### config.mk
export PLATFORM = sky130hd
export DESIGN_NAME = contactless_receive_engine
export DESIGN_NICKNAME = d
export VERILOG_FILES = /design/src/core/rx_engine_pkg.sv /design/src/core/rx_check_unit.sv /design/src/core/contactless_receive_engine.sv
export SDC_FILE = /design/constraint.sdc
export NUM_CORES = 1
export LEC_CHECK = 0
export BUFFER_PORTS_ARGS = -buffer_cell sky130_fd_sc_hd__buf_4
export CAP_MARGIN = 40
export CORE_ASPECT_RATIO = 0.5
export CORE_MARGIN = 10
export CORE_UTILIZATION = 59
export DETAILED_ROUTE_END_ITERATION = 12
export GPL_TIMING_DRIVEN = 0
export PLACE_DENSITY_LB_ADDON = 0.12
export SLEW_MARGIN = 20
export SYNTH_ARGS = -nofsm -noshare
export SYNTH_HDL_FRONTEND = slang
export SYNTH_SLANG_ARGS = --single-unit
### constraint.sdc
create_clock -name clk_sys -period 10.8 [get_ports clk_sys]
set_clock_uncertainty 0.1 [all_clocks]
set_input_delay 0.54 -clock clk_sys [delete_from_list [all_inputs] [get_ports clk_sys]]
set_output_delay 0.54 -clock clk_sys [all_outputs]
set_load 0.1 [all_outputs]
### src/core/rx_engine_pkg.sv
package rx_engine_pkg;

   // ---------------------------------------------
   // Command codes
   // ---------------------------------------------
   localparam logic [5:0] CMD_IDLE       = 6'h00;
   localparam logic [5:0] CMD_RECEIVE    = 6'h16;
   localparam logic [5:0] CMD_TRANSCEIVE = 6'h1E;

   // ---------------------------------------------
   // Link phase codes
   // ---------------------------------------------
   localparam logic [2:0] PH_IDLE  = 3'h0;
   localparam logic [2:0] PH_GORX  = 3'h4;
   localparam logic [2:0] PH_DELAY = 3'h5;
   localparam logic [2:0] PH_WAIT  = 3'h6;
   localparam logic [2:0] PH_RECV  = 3'h7;

   // ---------------------------------------------
   // Timing
   // ---------------------------------------------
   localparam int CLK_PERIOD_NS = 40;
   localparam int BIT_PERIOD_NS = 9440;
   localparam int BIT_CYCLES    = BIT_PERIOD_NS / CLK_PERIOD_NS;
   localparam logic [7:0] PREP_TOP = 8'h03;

   // ---------------------------------------------
   // Check block
   // ---------------------------------------------
   localparam logic [15:0] CRC16_POLY   = 16'h8408;
   localparam logic [15:0] CRC16_PRESET = 16'h6363;
   localparam logic [7:0]  SHORT_CHECK_SELECT_POLY    = 8'hB8;
   localparam logic [7:0]  SHORT_CHECK_SELECT_PRESET  = 8'hFF;
   localparam logic [2:0]  LAST_BIT     = 3'h7;
   localparam logic [2:0]  ONE_BIT_OFS  = 3'h7;

   typedef enum logic [6:0] {
      ST_IDLE  = 7'b000_0001,
      ST_TXW   = 7'b000_0010,
      ST_GOIN  = 7'b000_0100,
      ST_DELAY = 7'b000_1000,
      ST_AWAIT = 7'b001_0000,
      ST_RECV  = 7'b010_0000,
      ST_GOOUT = 7'b100_0000
   } phase_t;

endpackage

### src/core/rx_check_unit.sv
`timescale 1ns/1ps
module rx_check_unit (
   input  wire logic       clk_sys,
   input  wire logic       reset,
   input  wire logic       init,
   input  wire logic       byteEn,
   input  wire logic [7:0] byteIn,
   input  wire logic       shortSel,
   output logic            residueZero
);
   logic [15:0] crc_ff;
   logic [15:0] nxt_crc16;
   logic [7:0]  nxt_short_check_select;

   // Running the check over data and its own check bytes leaves zero
   always_comb begin
      nxt_crc16 = crc_ff;
      nxt_short_check_select  = crc_ff[7:0];
      for (int i = 0; i < 8; i++) begin
         if (nxt_crc16[0] ^ byteIn[i]) begin
            nxt_crc16 = (nxt_crc16 >> 1) ^ rx_engine_pkg::CRC16_POLY;
         end else begin
            nxt_crc16 = nxt_crc16 >> 1;
         end
         if (nxt_short_check_select[0] ^ byteIn[i]) begin
            nxt_short_check_select = (nxt_short_check_select >> 1) ^ rx_engine_pkg::SHORT_CHECK_SELECT_POLY;
         end else begin
            nxt_short_check_select = nxt_short_check_select >> 1;
         end
      end
   end

   always_ff @(posedge clk_sys or posedge reset) begin
      if (reset) begin
         crc_ff <= 16'h0000;
      end else if (init) begin
         crc_ff <= shortSel ? {8'h00, rx_engine_pkg::SHORT_CHECK_SELECT_PRESET}
                            : rx_engine_pkg::CRC16_PRESET;
      end else if (byteEn) begin
         crc_ff <= shortSel ? {8'h00, nxt_short_check_select} : nxt_crc16;
      end
   end

   assign residueZero = shortSel ? (crc_ff[7:0] == 8'h00)
                                 : (crc_ff == 16'h0000);
endmodule

### src/core/contactless_receive_engine.sv
`timescale 1ns/1ps
module contactless_receive_engine #(
   parameter int BIT_CYCLES = rx_engine_pkg::BIT_CYCLES
) (
   input  wire logic       clk_sys,
   input  wire logic       reset,
   input  wire logic       cmdWrite,
   input  wire logic [5:0] cmdCode,
   input  wire logic       txDone,
   input  wire logic [1:0] txPhaseCode,
   input  wire logic [7:0] receiverDelayCount,
   input  wire logic [3:0] signalFloorLevel,
   input  wire logic [3:0] clashAmplitudeLevel,
   input  wire logic       inboundCheckEnable,
   input  wire logic       shortCheckSelect,
   input  wire logic       parityCheckEnable,
   input  wire logic       oddParitySelect,
   input  wire logic       clearBitsAfterClash,
   input  wire logic [2:0] inboundBitOffset,
   input  wire logic [3:0] sigStrength,
   input  wire logic       symStrobe,
   input  wire logic       symSof,
   input  wire logic       symEof,
   input  wire logic [3:0] ampFirst,
   input  wire logic [3:0] ampSecond,
   input  wire logic       rxDoneClear,
   input  wire logic       cmdDoneClear,
   output logic [5:0]      activeCommand,
   output logic [2:0]      linkPhaseCode,
   output logic            frontEndPrep,
   output logic            monitorOn,
   output logic            fifoWrValid,
   output logic [7:0]      fifoWrData,
   output logic            receiveDoneFlag,
   output logic            commandDoneFlag,
   output logic            clashErrorFlag,
   output logic            parityFaultFlag,
   output logic            frameFaultFlag,
   output logic            checksumFaultFlag,
   output logic [7:0]      firstClashPosition,
   output logic [2:0]      finalByteValidBits,
   output logic            offsetClearPulse
);
   if (BIT_CYCLES < 1 || BIT_CYCLES > 65536) begin : g_chk
      $error("BIT_CYCLES must be at least 1");
   end

   // ---------------------------------------------
   // Sequencer
   // ---------------------------------------------
   rx_engine_pkg::phase_t state_ff;
   logic [7:0]  delayCnt_ff;
   logic [15:0] divCnt_ff;
   logic        bitClkEn;
   logic        flushDone;
   logic        abortCmd;
   logic        startRx;
   logic        sigGone;
   logic        endNow;
   logic        finishCmd;

   assign abortCmd  = cmdWrite && (cmdCode == rx_engine_pkg::CMD_IDLE);
   assign startRx   = (state_ff == rx_engine_pkg::ST_GOIN);
   assign sigGone   = (sigStrength <= signalFloorLevel);
   assign endNow    = (state_ff == rx_engine_pkg::ST_RECV) &&
                      ((symStrobe && symEof) || sigGone);
   assign finishCmd = (state_ff == rx_engine_pkg::ST_GOOUT) && flushDone
                      && !abortCmd;
   assign bitClkEn  = (divCnt_ff == 16'h0000);

   always_ff @(posedge clk_sys or posedge reset) begin
      if (reset) begin
         state_ff <= rx_engine_pkg::ST_IDLE;
      end else if (abortCmd) begin
         state_ff <= rx_engine_pkg::ST_IDLE;
      end else begin
         case (state_ff)
            rx_engine_pkg::ST_IDLE: begin
               if (cmdWrite && cmdCode == rx_engine_pkg::CMD_RECEIVE) begin
                  state_ff <= rx_engine_pkg::ST_GOIN;
               end else if (cmdWrite &&
                            cmdCode == rx_engine_pkg::CMD_TRANSCEIVE) begin
                  state_ff <= rx_engine_pkg::ST_TXW;
               end
            end
            rx_engine_pkg::ST_TXW: begin
               if (txDone) begin
                  state_ff <= rx_engine_pkg::ST_GOIN;
               end
            end
            rx_engine_pkg::ST_GOIN: begin
               state_ff <= rx_engine_pkg::ST_DELAY;
            end
            rx_engine_pkg::ST_DELAY: begin
               if (delayCnt_ff == 8'h00) begin
                  state_ff <= rx_engine_pkg::ST_AWAIT;
               end
            end
            rx_engine_pkg::ST_AWAIT: begin
               if (!sigGone) begin
                  state_ff <= rx_engine_pkg::ST_RECV;
               end
            end
            rx_engine_pkg::ST_RECV: begin
               if (endNow) begin
                  state_ff <= rx_engine_pkg::ST_GOOUT;
               end
            end
            rx_engine_pkg::ST_GOOUT: begin
               if (flushDone) begin
                  state_ff <= rx_engine_pkg::ST_IDLE;
               end
            end
            default: state_ff <= rx_engine_pkg::ST_IDLE;
         endcase
      end
   end

   // Bit-clock divider restarts on entry so the first tick is a full bit
   always_ff @(posedge clk_sys or posedge reset) begin
      if (reset) begin
         divCnt_ff <= 16'h0000;
      end else if (startRx || bitClkEn) begin
         divCnt_ff <= 16'(BIT_CYCLES - 1);
      end else begin
         divCnt_ff <= divCnt_ff - 16'h0001;
      end
   end

   always_ff @(posedge clk_sys or posedge reset) begin
      if (reset) begin
         delayCnt_ff <= 8'h00;
      end else if (startRx) begin
         delayCnt_ff <= receiverDelayCount;
      end else if (state_ff == rx_engine_pkg::ST_DELAY && bitClkEn &&
                   delayCnt_ff != 8'h00) begin
         delayCnt_ff <= delayCnt_ff - 8'h01;
      end
   end

   // ---------------------------------------------
   // Reporting outputs
   // ---------------------------------------------
   always_ff @(posedge clk_sys or posedge reset) begin
      if (reset) begin
         linkPhaseCode <= rx_engine_pkg::PH_IDLE;
         frontEndPrep  <= 1'b0;
         monitorOn     <= 1'b0;
      end else begin
         case (state_ff)
            rx_engine_pkg::ST_TXW:   linkPhaseCode <= {1'b0, txPhaseCode};
            rx_engine_pkg::ST_GOIN:  linkPhaseCode <= rx_engine_pkg::PH_GORX;
            rx_engine_pkg::ST_DELAY: linkPhaseCode <= rx_engine_pkg::PH_DELAY;
            rx_engine_pkg::ST_AWAIT: linkPhaseCode <= rx_engine_pkg::PH_WAIT;
            rx_engine_pkg::ST_RECV:  linkPhaseCode <= rx_engine_pkg::PH_RECV;
            rx_engine_pkg::ST_GOOUT: linkPhaseCode <= rx_engine_pkg::PH_GORX;
            default:                 linkPhaseCode <= rx_engine_pkg::PH_IDLE;
         endcase
         frontEndPrep <= (state_ff == rx_engine_pkg::ST_DELAY) &&
                         (delayCnt_ff != 8'h00) &&
                         (delayCnt_ff <= rx_engine_pkg::PREP_TOP);
         monitorOn <= (state_ff == rx_engine_pkg::ST_AWAIT) ||
                      (state_ff == rx_engine_pkg::ST_RECV);
      end
   end

   // Set wins over a same-cycle clear
   always_ff @(posedge clk_sys or posedge reset) begin
      if (reset) begin
         receiveDoneFlag  <= 1'b0;
         commandDoneFlag  <= 1'b0;
         activeCommand    <= rx_engine_pkg::CMD_IDLE;
         offsetClearPulse <= 1'b0;
      end else begin
         offsetClearPulse <= finishCmd;
         if (finishCmd) begin
            receiveDoneFlag <= 1'b1;
            commandDoneFlag <= 1'b1;
         end else begin
            if (rxDoneClear) receiveDoneFlag <= 1'b0;
            if (cmdDoneClear) commandDoneFlag <= 1'b0;
         end
         if (abortCmd || finishCmd) begin
            activeCommand <= rx_engine_pkg::CMD_IDLE;
         end else if (state_ff == rx_engine_pkg::ST_IDLE && cmdWrite &&
                      (cmdCode == rx_engine_pkg::CMD_RECEIVE ||
                       cmdCode == rx_engine_pkg::CMD_TRANSCEIVE)) begin
            activeCommand <= cmdCode;
         end
      end
   end

   // ---------------------------------------------
   // Bit decoding and byte assembly
   // ---------------------------------------------
   logic       sofDone_ff, sofBad_ff, clashSeen_ff;
   logic       parExp_ff, parAcc_ff, skipPar_ff, firstByte_ff;
   logic [2:0] bitIdx_ff;
   logic [7:0] byteBuf_ff, partial_ff, hold0_ff, hold1_ff, byteCnt_ff;
   logic [7:0] posCnt_ff;
   logic [1:0] holdCnt_ff, flushLeft_ff;
   logic       partialPend_ff;
   logic       clashNow, rawBit, bitVal, dataBit, parBit, expPar;
   logic       pushReq, residueZero, crcBad;
   logic [7:0] nxt_byte;
   logic [1:0] crcLen;
   logic [3:0] weaker;

   assign weaker  = (ampFirst < ampSecond) ? ampFirst : ampSecond;
   assign clashNow = (ampFirst > signalFloorLevel) &&
                     (ampSecond > signalFloorLevel) &&
                     (weaker > clashAmplitudeLevel);
   assign rawBit  = clashNow || (ampFirst > ampSecond);
   assign bitVal  = (clearBitsAfterClash && clashSeen_ff) ? 1'b0
                                                          : rawBit;
   assign dataBit = (state_ff == rx_engine_pkg::ST_RECV) && symStrobe &&
                    !symSof && !symEof && !sigGone && sofDone_ff &&
                    !parExp_ff;
   assign parBit  = (state_ff == rx_engine_pkg::ST_RECV) && symStrobe &&
                    !symSof && !symEof && !sigGone && parExp_ff;
   assign expPar  = oddParitySelect ? !parAcc_ff : parAcc_ff;
   assign nxt_byte = byteBuf_ff | (8'h01 << bitIdx_ff);
   assign pushReq = dataBit && (bitIdx_ff == rx_engine_pkg::LAST_BIT) &&
                    !sofBad_ff && !(firstByte_ff &&
                    inboundBitOffset == rx_engine_pkg::ONE_BIT_OFS);
   assign crcLen  = shortCheckSelect ? 2'd1 : 2'd2;
   assign crcBad  = inboundCheckEnable &&
                    ({6'h00, crcLen} > byteCnt_ff || !residueZero);
   assign flushDone = (flushLeft_ff == 2'd0) && !partialPend_ff;

   rx_check_unit u_check (
      .clk_sys     (clk_sys),
      .reset       (reset),
      .init        (startRx),
      .byteEn      (pushReq),
      .byteIn      (bitVal ? nxt_byte : byteBuf_ff),
      .shortSel    (shortCheckSelect),
      .residueZero (residueZero)
   );

   always_ff @(posedge clk_sys or posedge reset) begin
      if (reset) begin
         sofDone_ff <= 1'b0;
         sofBad_ff <= 1'b0;
         clashSeen_ff <= 1'b0;
         parExp_ff <= 1'b0;
         parAcc_ff <= 1'b0;
         skipPar_ff <= 1'b0;
         firstByte_ff <= 1'b0;
         bitIdx_ff <= 3'h0;
         byteBuf_ff <= 8'h00;
         posCnt_ff <= 8'h00;
         clashErrorFlag <= 1'b0;
         parityFaultFlag <= 1'b0;
         frameFaultFlag <= 1'b0;
         firstClashPosition <= 8'h00;
      end else if (startRx) begin
         sofDone_ff <= 1'b0;
         sofBad_ff <= 1'b0;
         clashSeen_ff <= 1'b0;
         parExp_ff <= 1'b0;
         skipPar_ff <= (inboundBitOffset != 3'h0);
         firstByte_ff <= 1'b1;
         bitIdx_ff <= inboundBitOffset;
         byteBuf_ff <= 8'h00;
         posCnt_ff <= 8'h00;
         clashErrorFlag <= 1'b0;
         parityFaultFlag <= 1'b0;
         frameFaultFlag <= 1'b0;
         firstClashPosition <= 8'h00;
      end else if (state_ff == rx_engine_pkg::ST_RECV && symStrobe &&
                   !sigGone) begin
         if (symSof && !sofDone_ff) begin
            sofDone_ff <= 1'b1;
            if (clashNow) begin
               sofBad_ff <= 1'b1;
               frameFaultFlag <= 1'b1;
               clashErrorFlag <= 1'b1;
               clashSeen_ff <= 1'b1;
               firstClashPosition <= 8'h00;
            end
         end else if (!symEof && !sofDone_ff) begin
            frameFaultFlag <= 1'b1;
            sofDone_ff <= 1'b1;
            sofBad_ff <= 1'b1;
         end else if (parBit) begin
            parExp_ff <= 1'b0;
            skipPar_ff <= 1'b0;
            if (clashNow) begin
               parityFaultFlag <= 1'b1;
               clashErrorFlag <= 1'b1;
            end else if (!skipPar_ff && rawBit != expPar) begin
               parityFaultFlag <= 1'b1;
            end
         end else if (dataBit) begin
            if (posCnt_ff != 8'hFF) begin
               posCnt_ff <= posCnt_ff + 8'h01;
            end
            if (clashNow) begin
               clashErrorFlag <= 1'b1;
               clashSeen_ff <= 1'b1;
               if (!clashSeen_ff) begin
                  firstClashPosition <= posCnt_ff + 8'h01;
               end
            end
            if (bitIdx_ff == rx_engine_pkg::LAST_BIT) begin
               bitIdx_ff <= 3'h0;
               byteBuf_ff <= 8'h00;
               firstByte_ff <= 1'b0;
               parExp_ff <= parityCheckEnable;
               parAcc_ff <= ^(bitVal ? nxt_byte : byteBuf_ff);
            end else begin
               bitIdx_ff <= bitIdx_ff + 3'h1;
               if (bitVal) byteBuf_ff <= nxt_byte;
            end
         end
      end
   end

   // ---------------------------------------------
   // Check-block delay buffer and FIFO writes
   // ---------------------------------------------
   // A partial byte is written last and never enters the check window
   always_ff @(posedge clk_sys or posedge reset) begin
      if (reset) begin
         hold0_ff <= 8'h00;
         hold1_ff <= 8'h00;
         holdCnt_ff <= 2'd0;
         byteCnt_ff <= 8'h00;
         flushLeft_ff <= 2'd0;
         partialPend_ff <= 1'b0;
         partial_ff <= 8'h00;
         fifoWrValid <= 1'b0;
         fifoWrData <= 8'h00;
         checksumFaultFlag <= 1'b0;
         finalByteValidBits <= 3'h0;
      end else begin
         fifoWrValid <= 1'b0;
         if (startRx) begin
            holdCnt_ff <= 2'd0;
            byteCnt_ff <= 8'h00;
            flushLeft_ff <= 2'd0;
            partialPend_ff <= 1'b0;
            checksumFaultFlag <= 1'b0;
            finalByteValidBits <= 3'h0;
         end else if (pushReq) begin
            if (byteCnt_ff != 8'hFF) byteCnt_ff <= byteCnt_ff + 8'h01;
            if (!inboundCheckEnable) begin
               fifoWrValid <= 1'b1;
               fifoWrData <= bitVal ? nxt_byte : byteBuf_ff;
            end else begin
               if (holdCnt_ff == crcLen) begin
                  fifoWrValid <= 1'b1;
                  fifoWrData <= hold0_ff;
               end else begin
                  holdCnt_ff <= holdCnt_ff + 2'd1;
               end
               if (crcLen == 2'd1) begin
                  hold0_ff <= bitVal ? nxt_byte : byteBuf_ff;
               end else if (holdCnt_ff == 2'd0) begin
                  hold0_ff <= bitVal ? nxt_byte : byteBuf_ff;
               end else begin
                  hold0_ff <= (holdCnt_ff == 2'd1) ? hold0_ff : hold1_ff;
                  hold1_ff <= bitVal ? nxt_byte : byteBuf_ff;
               end
            end
         end else if (endNow) begin
            checksumFaultFlag <= crcBad;
            flushLeft_ff <= (crcBad && !sofBad_ff) ? holdCnt_ff : 2'd0;
            partialPend_ff <= !sofBad_ff && sofDone_ff &&
                              bitIdx_ff != 3'h0 && !parExp_ff &&
                              !(firstByte_ff && bitIdx_ff <=
                                inboundBitOffset);
            partial_ff <= byteBuf_ff;
            finalByteValidBits <= parExp_ff ? 3'h0 : bitIdx_ff;
         end else if (state_ff == rx_engine_pkg::ST_GOOUT) begin
            if (flushLeft_ff != 2'd0) begin
               fifoWrValid <= 1'b1;
               fifoWrData <= hold0_ff;
               hold0_ff <= hold1_ff;
               flushLeft_ff <= flushLeft_ff - 2'd1;
            end else if (partialPend_ff) begin
               fifoWrValid <= 1'b1;
               fifoWrData <= partial_ff;
               partialPend_ff <= 1'b0;
            end
         end
      end
   end
endmodule

## After elaboration in Yosys (flattened, before gate mapping)

Cells that the tools add are included.

- Add/subtract/negate cells: 7
- Multiply operators: 0
- Divide/modulo/power cells: 0
- Magnitude comparators: 9
- Equality and inequality tests: 38
- Shift operators: 1
- Muxes and demuxes: 171
- Bitwise gates (word level): 39
- Reductions and logical operators: 118

Operator list:

| kind | count |
|---|---|
| two-way mux 8 bit | 52 |
| two-way mux 16 bit | 12 |
| two-way mux 1 bit | 71 |
| two-way mux 7 bit | 8 |
| case mux 7 bit (7 select lines) | 1 |
| logical AND 1 bit | 39 |
| two-way mux 3 bit | 11 |
| zero test 16 bit | 2 |
| inverter 3 -> 4 bit | 8 |
| nonzero test 2 bit | 16 |
| nonzero test 3 bit | 10 |
| AND reduction 5 bit | 5 |
| inequality test 3 bit (second input constant) | 8 |
| inverter 2 -> 3 bit | 8 |
| AND reduction 6 bit | 4 |
| two-way mux 2 bit | 11 |
| AND reduction 3 bit | 6 |
| adder 8 x 1 -> 8 bit (second input constant) | 2 |
| greater-than comparator 4 bit | 4 |
| zero test 8 bit | 2 |
| inequality test 8 bit (second input constant) | 2 |
| subtractor 16 x 1 -> 16 bit (second input constant) | 1 |
| two-way mux 15 bit | 1 |
| case mux 3 bit (5 select lines) | 1 |
| other kinds (43) | 98 |

- Register bits after elaboration: 147
- Latch bits: 0
- RAM bits: 0
- Bits in read-only memories: 0
- Bits of input ports: 53
- Output and inout bits: 38
- Memories: 0

## Depth between registers and ports, before layout

Gate-level depths: netlist of run 1.

- Depth after elaboration: 26
- Mapped depth: 19
- Mapped depth without buffers: 18

## By module

A second synthesis of run 1 with hierarchy kept.

- Cells, all modules: 897
- Area, all modules: 8300.5 um2

Modules (own cells, without submodules):

| module | instances | cells each | area an instance (um2) |
|---|---|---|---|
| contactless_receive_engine | 1 | 767 | 7065.5 |
| rx_check_unit | 1 | 130 | 1234.9 |

## Worst setup path after synthesis of run 1

Ideal clock, no wire load.

- Kind: input-to-reg
- From: input ampSecond[3]
- To: register u_check.crc_ff[7]
- Arrival: 4.010 ns
- Path slack: 6.555 ns
- Stages on the path: 17
- Path through: inv_1 -> ha_1 -> nand2_1 -> o21ai_1 -> mux2_2 -> ha_1 -> nor2b_1 -> o211ai_1 -> a22oi_1 -> a32o_1 -> buf_6 -> a31oi_1 -> xnor2_1 -> xor2_1 -> xor2_1 -> a221oi_1 -> o21ai_0

- Cells in the longest elaborated chain, start to end: 21

Ends and longest elaborated chain:

| item | line | text |
|---|---|---|
| from (decl) | contactless_receive_engine.sv:25 | `input wire logic [3:0] ampSecond,` |
| less-than comparator 4 bit | contactless_receive_engine.sv:209 | `assign weaker = (ampFirst < ampSecond) ? ampFirst : ampSecond;` |
| two-way mux 4 bit | contactless_receive_engine.sv:209 |  |
| greater-than comparator 4 bit | contactless_receive_engine.sv:212 | `(weaker > clashAmplitudeLevel);` |
| logical AND 1 bit | contactless_receive_engine.sv:211 | `(ampSecond > signalFloorLevel) &&` |
| logical OR 1 bit (*) | contactless_receive_engine.sv:213 | `assign rawBit = clashNow \|\| (ampFirst > ampSecond);` |
| two-way mux 1 bit (*) | contactless_receive_engine.sv:214 | `assign bitVal = (clearBitsAfterClash && clashSeen_ff) ? 1'b0` |
| two-way mux 8 bit (*) | n/a |  |
| bitwise XOR 1 bit | rx_check_unit.sv:25 | `if (nxt_short_check_select[0] ^ byteIn[i]) begin` |
| [... 2 more ...] | n/a |  |
| two-way mux 8 bit | rx_check_unit.sv:25 |  |
| inverter 3 -> 4 bit (no source line) | n/a |  |
| two-way mux 8 bit (4 in a row) | rx_check_unit.sv:25 |  |
| bitwise XOR 1 bit | rx_check_unit.sv:25 |  |
| two-way mux 8 bit | rx_check_unit.sv:25 |  |
| two-way mux 16 bit (*) | rx_check_unit.sv:40 | `crc_ff <= shortSel ? {8'h00, nxt_short_check_select} : nxt_crc16;` |
| two-way mux 16 bit (*) | rx_check_unit.sv:39 | `end else if (byteEn) begin` |
| two-way mux 16 bit (*) | rx_check_unit.sv:36 | `end else if (init) begin` |
| to (signal assigned) | rx_check_unit.sv:37 | `crc_ff <= shortSel ? {8'h00, rx_engine_pkg::SHORT_CHECK_SELECT_PRESET}` |
| to (signal assigned) | rx_check_unit.sv:40 |  |
| to (decl) | rx_check_unit.sv:11 | `logic [15:0] crc_ff;` |

Every way passes the cells marked *; elsewhere a longest branch is shown, timed or not. The select of a mux whose other input is x is not followed.
A chain may end at the register's enable or synchronous reset.

## Worst setup path in the final report of run 1

Same ends and word-level chain as after synthesis.

==> metrics, run 1 <==
unrepaired setup endpoints after global routing false; Area after DPL approximately 9200 um2; ratio of final minimum period to clock period 44.14%; worst reg2reg path startpoint state_ff[1]; cell type contributing the most total cell area after synthesis dfrtp_1; number of cells in the design after placement ~1.1k; Unique masters post-synth 68; total wirelength of the detailed-routed design 20.50 mm; met1 usage in global routing 27.30%; cell count after synthesis 857; Lkg Pwr 4.473 nW; final std cells w/o fill 1173; number of I/O port buffers 88; routed vias/inst a little under 6; diode count 0; total global routing overflow 0; number of max-capacitance violations reported 0; number of sinks handled by clock tree synthesis 147; setup slack of the critical path after layout 6.033 ns; number of buffers inserted by hold repair at cts 1; path type of the worst setup path input port to register; endpoint class of the critical path register; Die X between 150 and 200 um; result of the run finished, final reports clean; post-route worst hold slack 0.1876 ns; Register-to-Register Path Depth 11; f_max 209.8 MHz; Synthesis Warnings 0; Worst Hold Endpoint commandDoneFlag; Total Neg Setup Slack 0 ns; drt initial violations 490; largest net degree at the start of global routing 106; Reg clk slew, reported paths 0.07 ns; total via count in the routed design about 6.9k; Max Root-Sink Buffers 2; HPWL after DPL 15.18 mm; maximum fanout encountered on the critical timing path 10; Post-Syn Nets around 950; vias in the first global route 6899; post-cts sizing count 0; met2 routing resource usage after global routing 37.86%; count of nets left with antenna violations after detail routing 0; leading cell types by total area after synthesis dfrtp_1 45%, ha_1 6.3%, nand2_1 5.1%, o21ai_0 4.4%, xnor2_1 4.1%; buffer type at the clock tree root clkbuf_16; number of enable flip-flop cells after synthesis 0; first-pass GRT wire length between 30 and 40 mm; met3 Use GR 6.894%; largest vdd supply drop 213.3 uV; worst slew pin tran 0.8145 ns; number of primary I/O pins 91; final instance area approximately 9700 um2; Std-Cell Core Area 13550 um2; global placer's final weighted congestion 0.9129; share of async-settable or async-resettable flops after synthesis 100.0%; number of synthesized register bits 147; Synth-to-Final Area Change 18.57%; PD cells 218.2 nW/um2; Syn Std Cell Area 8192 um2; final count of hold timing violations 0; H-tree depth 4; CTS Buf Count 17; # Post-CTS Setup Buffers 0; TritonCTS clock tree yes; fin nets 1062; element type at the critical path start input port; Hold Startpoint cmdDoneClear; pre-CTS worst setup slack 5.620 ns; busiest layer in global routing met2; die outline height 103.3 um; filler cell count in the final layout approximately 1.1k; final core utilization a little under three quarters; worst endpoint required time between 10 and 15 ns; post-layout min period about 4.8 ns; final slew viol count 0; initial standard-cell utilization of the core around three fifths; Clk Latency, worst-skew pair 0.43 ns; Total GRT Usage 22.32%; number of search-and-repair iterations in the first detailed-routing pass 7; mean cell area of the mapped netlist 9.558 um2; R2R setup slack 7.38 ns; flip-flop cell with the highest count after synthesis dfrtp_1; standard-cell rows 30; headroom to the max-slew limit between 40% and 50%; Pwr Total ~2.1 mW; post-route DRC violation count 0; Synth top area share 44.60%; portion of the post-synthesis area used by sequential elements between 40% and 50%; Crit path arrival time slightly below 5 ns; ratio of cells with drive above 1 in the final layout 17.23%; total setup violations reported at the end of the flow 0; cell depth of the worst min-delay path 2; antenna violations before repair 0; end of the worst register-to-register path fifoWrData[7]; wire length per cell after detailed routing 17.47 um; worst hold-check path type input port to register; Die Area 19280 um2
[sequential cells by signal, indices dropped and copies added, names as in the netlist, 2 cells and up]
register and count:
activeCommand 6, bitIdx_ff 3, byteBuf_ff 8, byteCnt_ff 8
delayCnt_ff 8, divCnt_ff 16, fifoWrData 8, finalByteValidBits 3
firstClashPosition 8, flushLeft_ff 2, hold0_ff 8, hold1_ff 8
holdCnt_ff 2, linkPhaseCode 3, partial_ff 8, posCnt_ff 8
state_ff 7, u_check.crc_ff 16
[cell families after synthesis]
group                      count (synthesis)  share of synthesized area [%]
buffers and inverters                     64                          3.070
muxes                                     16                          2.138
DFF                                      147                          44.92
AOI/OAI and AO/OA                        197                          15.89
and+or+nand+nor                          319                          18.34
adders and majority gates                 41                          6.262
xor gates and xnor gates                  73                          9.378
[worst max-delay path, cell delays in order]
cell and delay (ns):
buf_4 0.10, inv_1 0.04, ha_1 0.30, nand2_1 0.06, o21ai_1 0.39, mux2_2 0.41, ha_1 0.29, nor2b_1 0.14
o211ai_1 0.17, a22oi_1 0.13, a32o_1 0.28, buf_6 0.17, a31oi_1 0.64, xnor2_1 0.31, xor2_1 0.51, xor2_1 0.13
a221oi_1 0.25, o21ai_0 0.11
[per-layer routing]
layer	up-vias	part of all wire [%]
met5	-	0
li1	3258	-
met3	28	6.9
met4	0	1.5
met2	212	48
met1	3371	44
[layout make-up]
| cell class | instances | area (um2) | share of cell area, % |
|---|---|---|---|
| timing repair buffer | 92 | 716.9 | 7.381 |
| inverter | 37 | 146.4 | 1.507 |
| multi-input combinational | 646 | 4265 | 43.91 |
| clock buffer | 17 | 425.4 | 4.380 |
| sequential | 147 | 3680 | 37.88 |
| buffer | 27 | 112.6 | 1.159 |
| tap | 192 | 240.2 | 2.473 |
| clock inverter | 15 | 126.4 | 1.301 |
[cells in the final DEF, fill, tap and decap left out, types with 5 or more instances in the layout]
cell / netlist / routed
a21oi_1: 45 / 45
a31oi_1: 7 / 7
a31oi_2: 5 / 5
and3_1: 7 / 7
buf_4: 0 / 89
clkbuf_1: 19 / 19
clkbuf_16: 0 / 17
dfrtp_1: 146 / 146
ha_1: 41 / 41
inv_1: 37 / 36
inv_6: 0 / 7
mux2_2: 12 / 12
nand2_1: 111 / 111
nand2b_1: 12 / 12
nand3_1: 24 / 24
nand4_1: 11 / 11
nor2_1: 77 / 77
nor2b_1: 7 / 7
nor3_1: 25 / 24
nor4_1: 15 / 15
o21a_1: 7 / 7
o21ai_0: 72 / 72
o221ai_1: 9 / 9
o31ai_1: 6 / 6
or3_1: 8 / 8
xnor2_1: 38 / 38
xnor2_2: 5 / 5
xor2_1: 24 / 24
[cells in the mapped netlist (all sizes together), types with 4 or more instances]
cell type	instances
o221ai	9
nor2b	7
nor3	26
a21o	4
a21oi	47
xnor2	46
nor2	78
o31ai	6
buf	8
clkbuf	19
and2	4
ha	41
a221oi	5
nand2b	12
inv	37
nand2	111
nand3	24
nor4	15
mux2i	4
a31oi	14
o21a	7
mux2	12
or3	8
dfrtp	146
nand4	11
a32o	4
xor2	25
o21ai	74
and3	7
[worst max path at each step]
stage | cells past startpoint | slack, ns | startpoint | end
5_1_grt | 18 | 5.86 | ampSecond[3] | u_check.crc_ff[7]
4_1_cts | 18 | 6.07 | ampSecond[3] | u_check.crc_ff[7]
3_3_place_gp | 2 | 4.57 | reset | fifoWrData[0]
2_1_floorplan | 1 | 6.21 | reset | activeCommand[0]
6_report | 18 | 6.03 | ampSecond[3] | u_check.crc_ff[7]
3_5_place_dp | 18 | 5.62 | ampSecond[3] | u_check.crc_ff[7]
[power breakdown]
group          switching, mW  internal [mW]  total (mW)  leakage [nW]
Clock                  0.260          0.300       0.560         0.258
Combinational          0.489          0.362       0.850          2.28
Sequential            0.0818          0.627       0.709          1.93
Total                  0.830           1.29        2.12          4.47
Power figures use the tool's default switching activity.
==> run 2, diff against run 1 <==
==> constraint.sdc (replaced) <==
create_clock -name clk_sys -period 4.9 [get_ports clk_sys]
set_clock_uncertainty 0.1 [all_clocks]
set_input_delay 0.245 -clock clk_sys [delete_from_list [all_inputs] [get_ports clk_sys]]
set_output_delay 0.245 -clock clk_sys [all_outputs]
set_load 0.1 [all_outputs]
==> metrics, run 2 (synthesis results as in run 1) <==
initial standard-cell utilization of the core 60.45% (unchanged); headroom to the max-slew limit 44.86% (-0.58 points); standard-cell rows 30 (unchanged); Internal Dissipation 2.846 mW (+120%); number of primary I/O pins 91 (unchanged); total global routing overflow 0 (unchanged); Die X 186.6 um (unchanged); CP max stage delay 0.64 ns (about the same); most frequent standard cell in the layout excluding fill and tap cells dfrtp_1; NetSw 1.832 mW (+120%); global placer's final weighted congestion 0.9129 (unchanged); element type at the critical path start input port; part of the total power dissipated in combinational logic 40.2% (about the same); Area after DPL 9151 um2 (unchanged); worst endpoint required time 5.10 ns (-5.90 ns); Synth-to-Final Area Change 19.80%; Register-to-Register Path Depth 11 (unchanged); endpoint of the worst setup timing path u_check.crc_ff[7]; unrepaired setup endpoints after global routing false; CTS Buf Count 17 (unchanged); vias in the first global route 6953 (+0.78%); Critical path origin ampSecond[3]; part of the power in registers 33.4% (about the same); final slew viol count 0 (unchanged); total setup violations reported at the end of the flow 0 (unchanged); Hold Startpoint receiverDelayCount[7]; end of the worst register-to-register path fifoWrData[7]; Pwr Total 4.678 mW (+120%); result of the run finished, final reports clean; Total Neg Setup Slack 0 ns (unchanged); first-pass GRT wire length 35.00 mm (+0.77%); routed vias/inst 5.844 (-0.20%); H-tree depth 4 (unchanged); number of sinks handled by clock tree synthesis 147 (unchanged); endpoint class of the critical path register; ratio of cells with drive above 1 in the final layout 17.05% (-0.17 points); final count of hold timing violations 0 (unchanged); biggest registers after layout divCnt_ff x16, u_check.crc_ff x16; worst hold-check path type input port to register; final std cells w/o fill 1183 (+0.85%); Std-Cell Core Area 13550 um2 (unchanged); number of cells in the design after placement 1140 (unchanged); worst slew pin tran 0.8232 ns (+0.008700 ns); gate family responsible for the most delay along the worst path compound AO/OA/AOI/OAI gates; number of I/O port buffers 88 (unchanged); buffer type at the clock tree root clkbuf_16; Die Area 19280 um2 (unchanged); antenna violations before repair 0 (unchanged); ratio of final minimum period to clock period around 92%; PD cells 476.7 nW/um2 (+120%); Max Root-Sink Buffers 2 (unchanged); fin nets 1072 (+0.94%); instance count on the critical path 18 (unchanged); Lkg Pwr 4.515 nW (+0.93%); Buffers & Inverters on Critical Path 3 (unchanged); count of nets left with antenna violations after detail routing 0 (unchanged); slowest stage cell, crit path a31oi_1; largest net degree at the start of global routing 106 (unchanged); cell depth of the worst min-delay path 3 (+1); post-route worst hold slack 0.01500 ns (-0.1726 ns); number of max-capacitance violations reported 0 (unchanged); largest vdd supply drop 473.6 uV (+120%); CP cell instances buf_4 -> inv_1 -> ha_1 -> nand2_1 -> o21ai_1 -> mux2_2 -> ha_1 -> nor2b_1 -> o211ai_1 -> a22oi_1 -> a32o_1 -> buf_6 -> a31oi_1 -> xnor2_1 -> xor2_1 -> xor2_1 -> a221oi_1 -> o21ai_0; number of search-and-repair iterations in the first detailed-routing pass 6 (-1); worst reg2reg path startpoint state_ff[1]; post-cts sizing count 0 (unchanged); R2R setup slack 1.48 ns (-5.90 ns); switching power share of the total 39.17% (about the same); Crit path arrival time 4.69 ns (-0.28 ns); final instance area 9813 um2 (+1.0%); diode count 0 (unchanged); proportion of power drawn by the clock network 26.4% (about the same); HPWL after DPL 15.18 mm (unchanged); total via count in the routed design 6914 (+0.66%); die outline height 103.3 um (unchanged); post-route DRC violation count 0 (unchanged); post-layout min period 4.491 ns; leading cell types in the layout, fill and taps excluded 146 x dfrtp_1, 111 x nand2_1, 89 x buf_4, 77 x nor2_1, 72 x o21ai_0; wire length per cell after detailed routing 17.48 um (about the same); total wirelength of the detailed-routed design 20.68 mm (+0.89%); Reg clk slew, reported paths 0.07 ns (about the same); drt initial violations 479 (-2.2%); Total GRT Usage 22.50% (+0.18 points); f_max between 200 and 250 MHz; maximum fanout encountered on the critical timing path 10 (unchanged); TritonCTS clock tree yes; path type of the worst setup path input port to register; Clk Latency, worst-skew pair 0.43 ns (about the same)
==> run 2: cell type report <==
| class | instances | area [um2] |
|---|---|---|
| clock buffer | 17 | 425.4 |
| buffer | 27 | 112.6 |
| inverter | 37 | 146.4 |
| multi-input combinational | 646 | 4265 |
| sequential | 147 | 3680 |
| fill | 1045 | 3737 |
| clock inverter | 15 | 126.4 |
| timing repair buffer | 102 | 817.0 |
| tap | 192 | 240.2 |
==> run 2: layer usage <==
layer	vias up	global-route usage [%]	part of all wire (%)
met5	-	0	0
met4	0	6.708	1.5
li1	3277	-	-
met3	34	6.861	7.5
met2	249	38.38	48
met1	3354	27.43	43
==> run 2: worst min-delay path by stage <==
stage | end
after CTS | delayCnt_ff[4]
after floorplan | delayCnt_ff[0]
after global placement | receiveDoneFlag
final | delayCnt_ff[7]
after detailed placement | posCnt_ff[0]
after global routing | delayCnt_ff[4]
==> run 2: worst register-to-register path, delay by kind of cell (launching register included) <==
| family | cells | cell delay [ns] |
|---|---|---|
| buffers and inverters | 1 | 0.24 |
| DFF | 1 | 0.38 |
| AOI/OAI and AO/OA | 4 | 0.90 |
| and+or+nand+nor | 6 | 1.66 |
==> run 2: what timing repair did <==
item | in CTS | in global routing
buffers inserted | 0 | 0
endpoints found under the hold margin | 52 | 0
hold buffers | 11 | 0
==> run 2: per-stage QoR <==
step	setup WS (ns)	util (%)
6_report	0.4095	72.42
5_1_grt	0.2551	72.42
4_1_cts	0.4613	72.42
3_5_place_dp	0.01549	67.53
3_3_place_gp	-1.032	67.10
2_1_floorplan	0.6053	-
==> run 2: power by group through the flow <==
stage	logic, mW	clock network [mW]	registers, mW
after floorplan	1.34	0	1.69
after global placement	1.81	0	1.57
after detailed placement	1.85	0	1.58
after CTS	1.88	1.24	1.56
after global routing	2.06	1.31	1.59
final	1.88	1.23	1.56
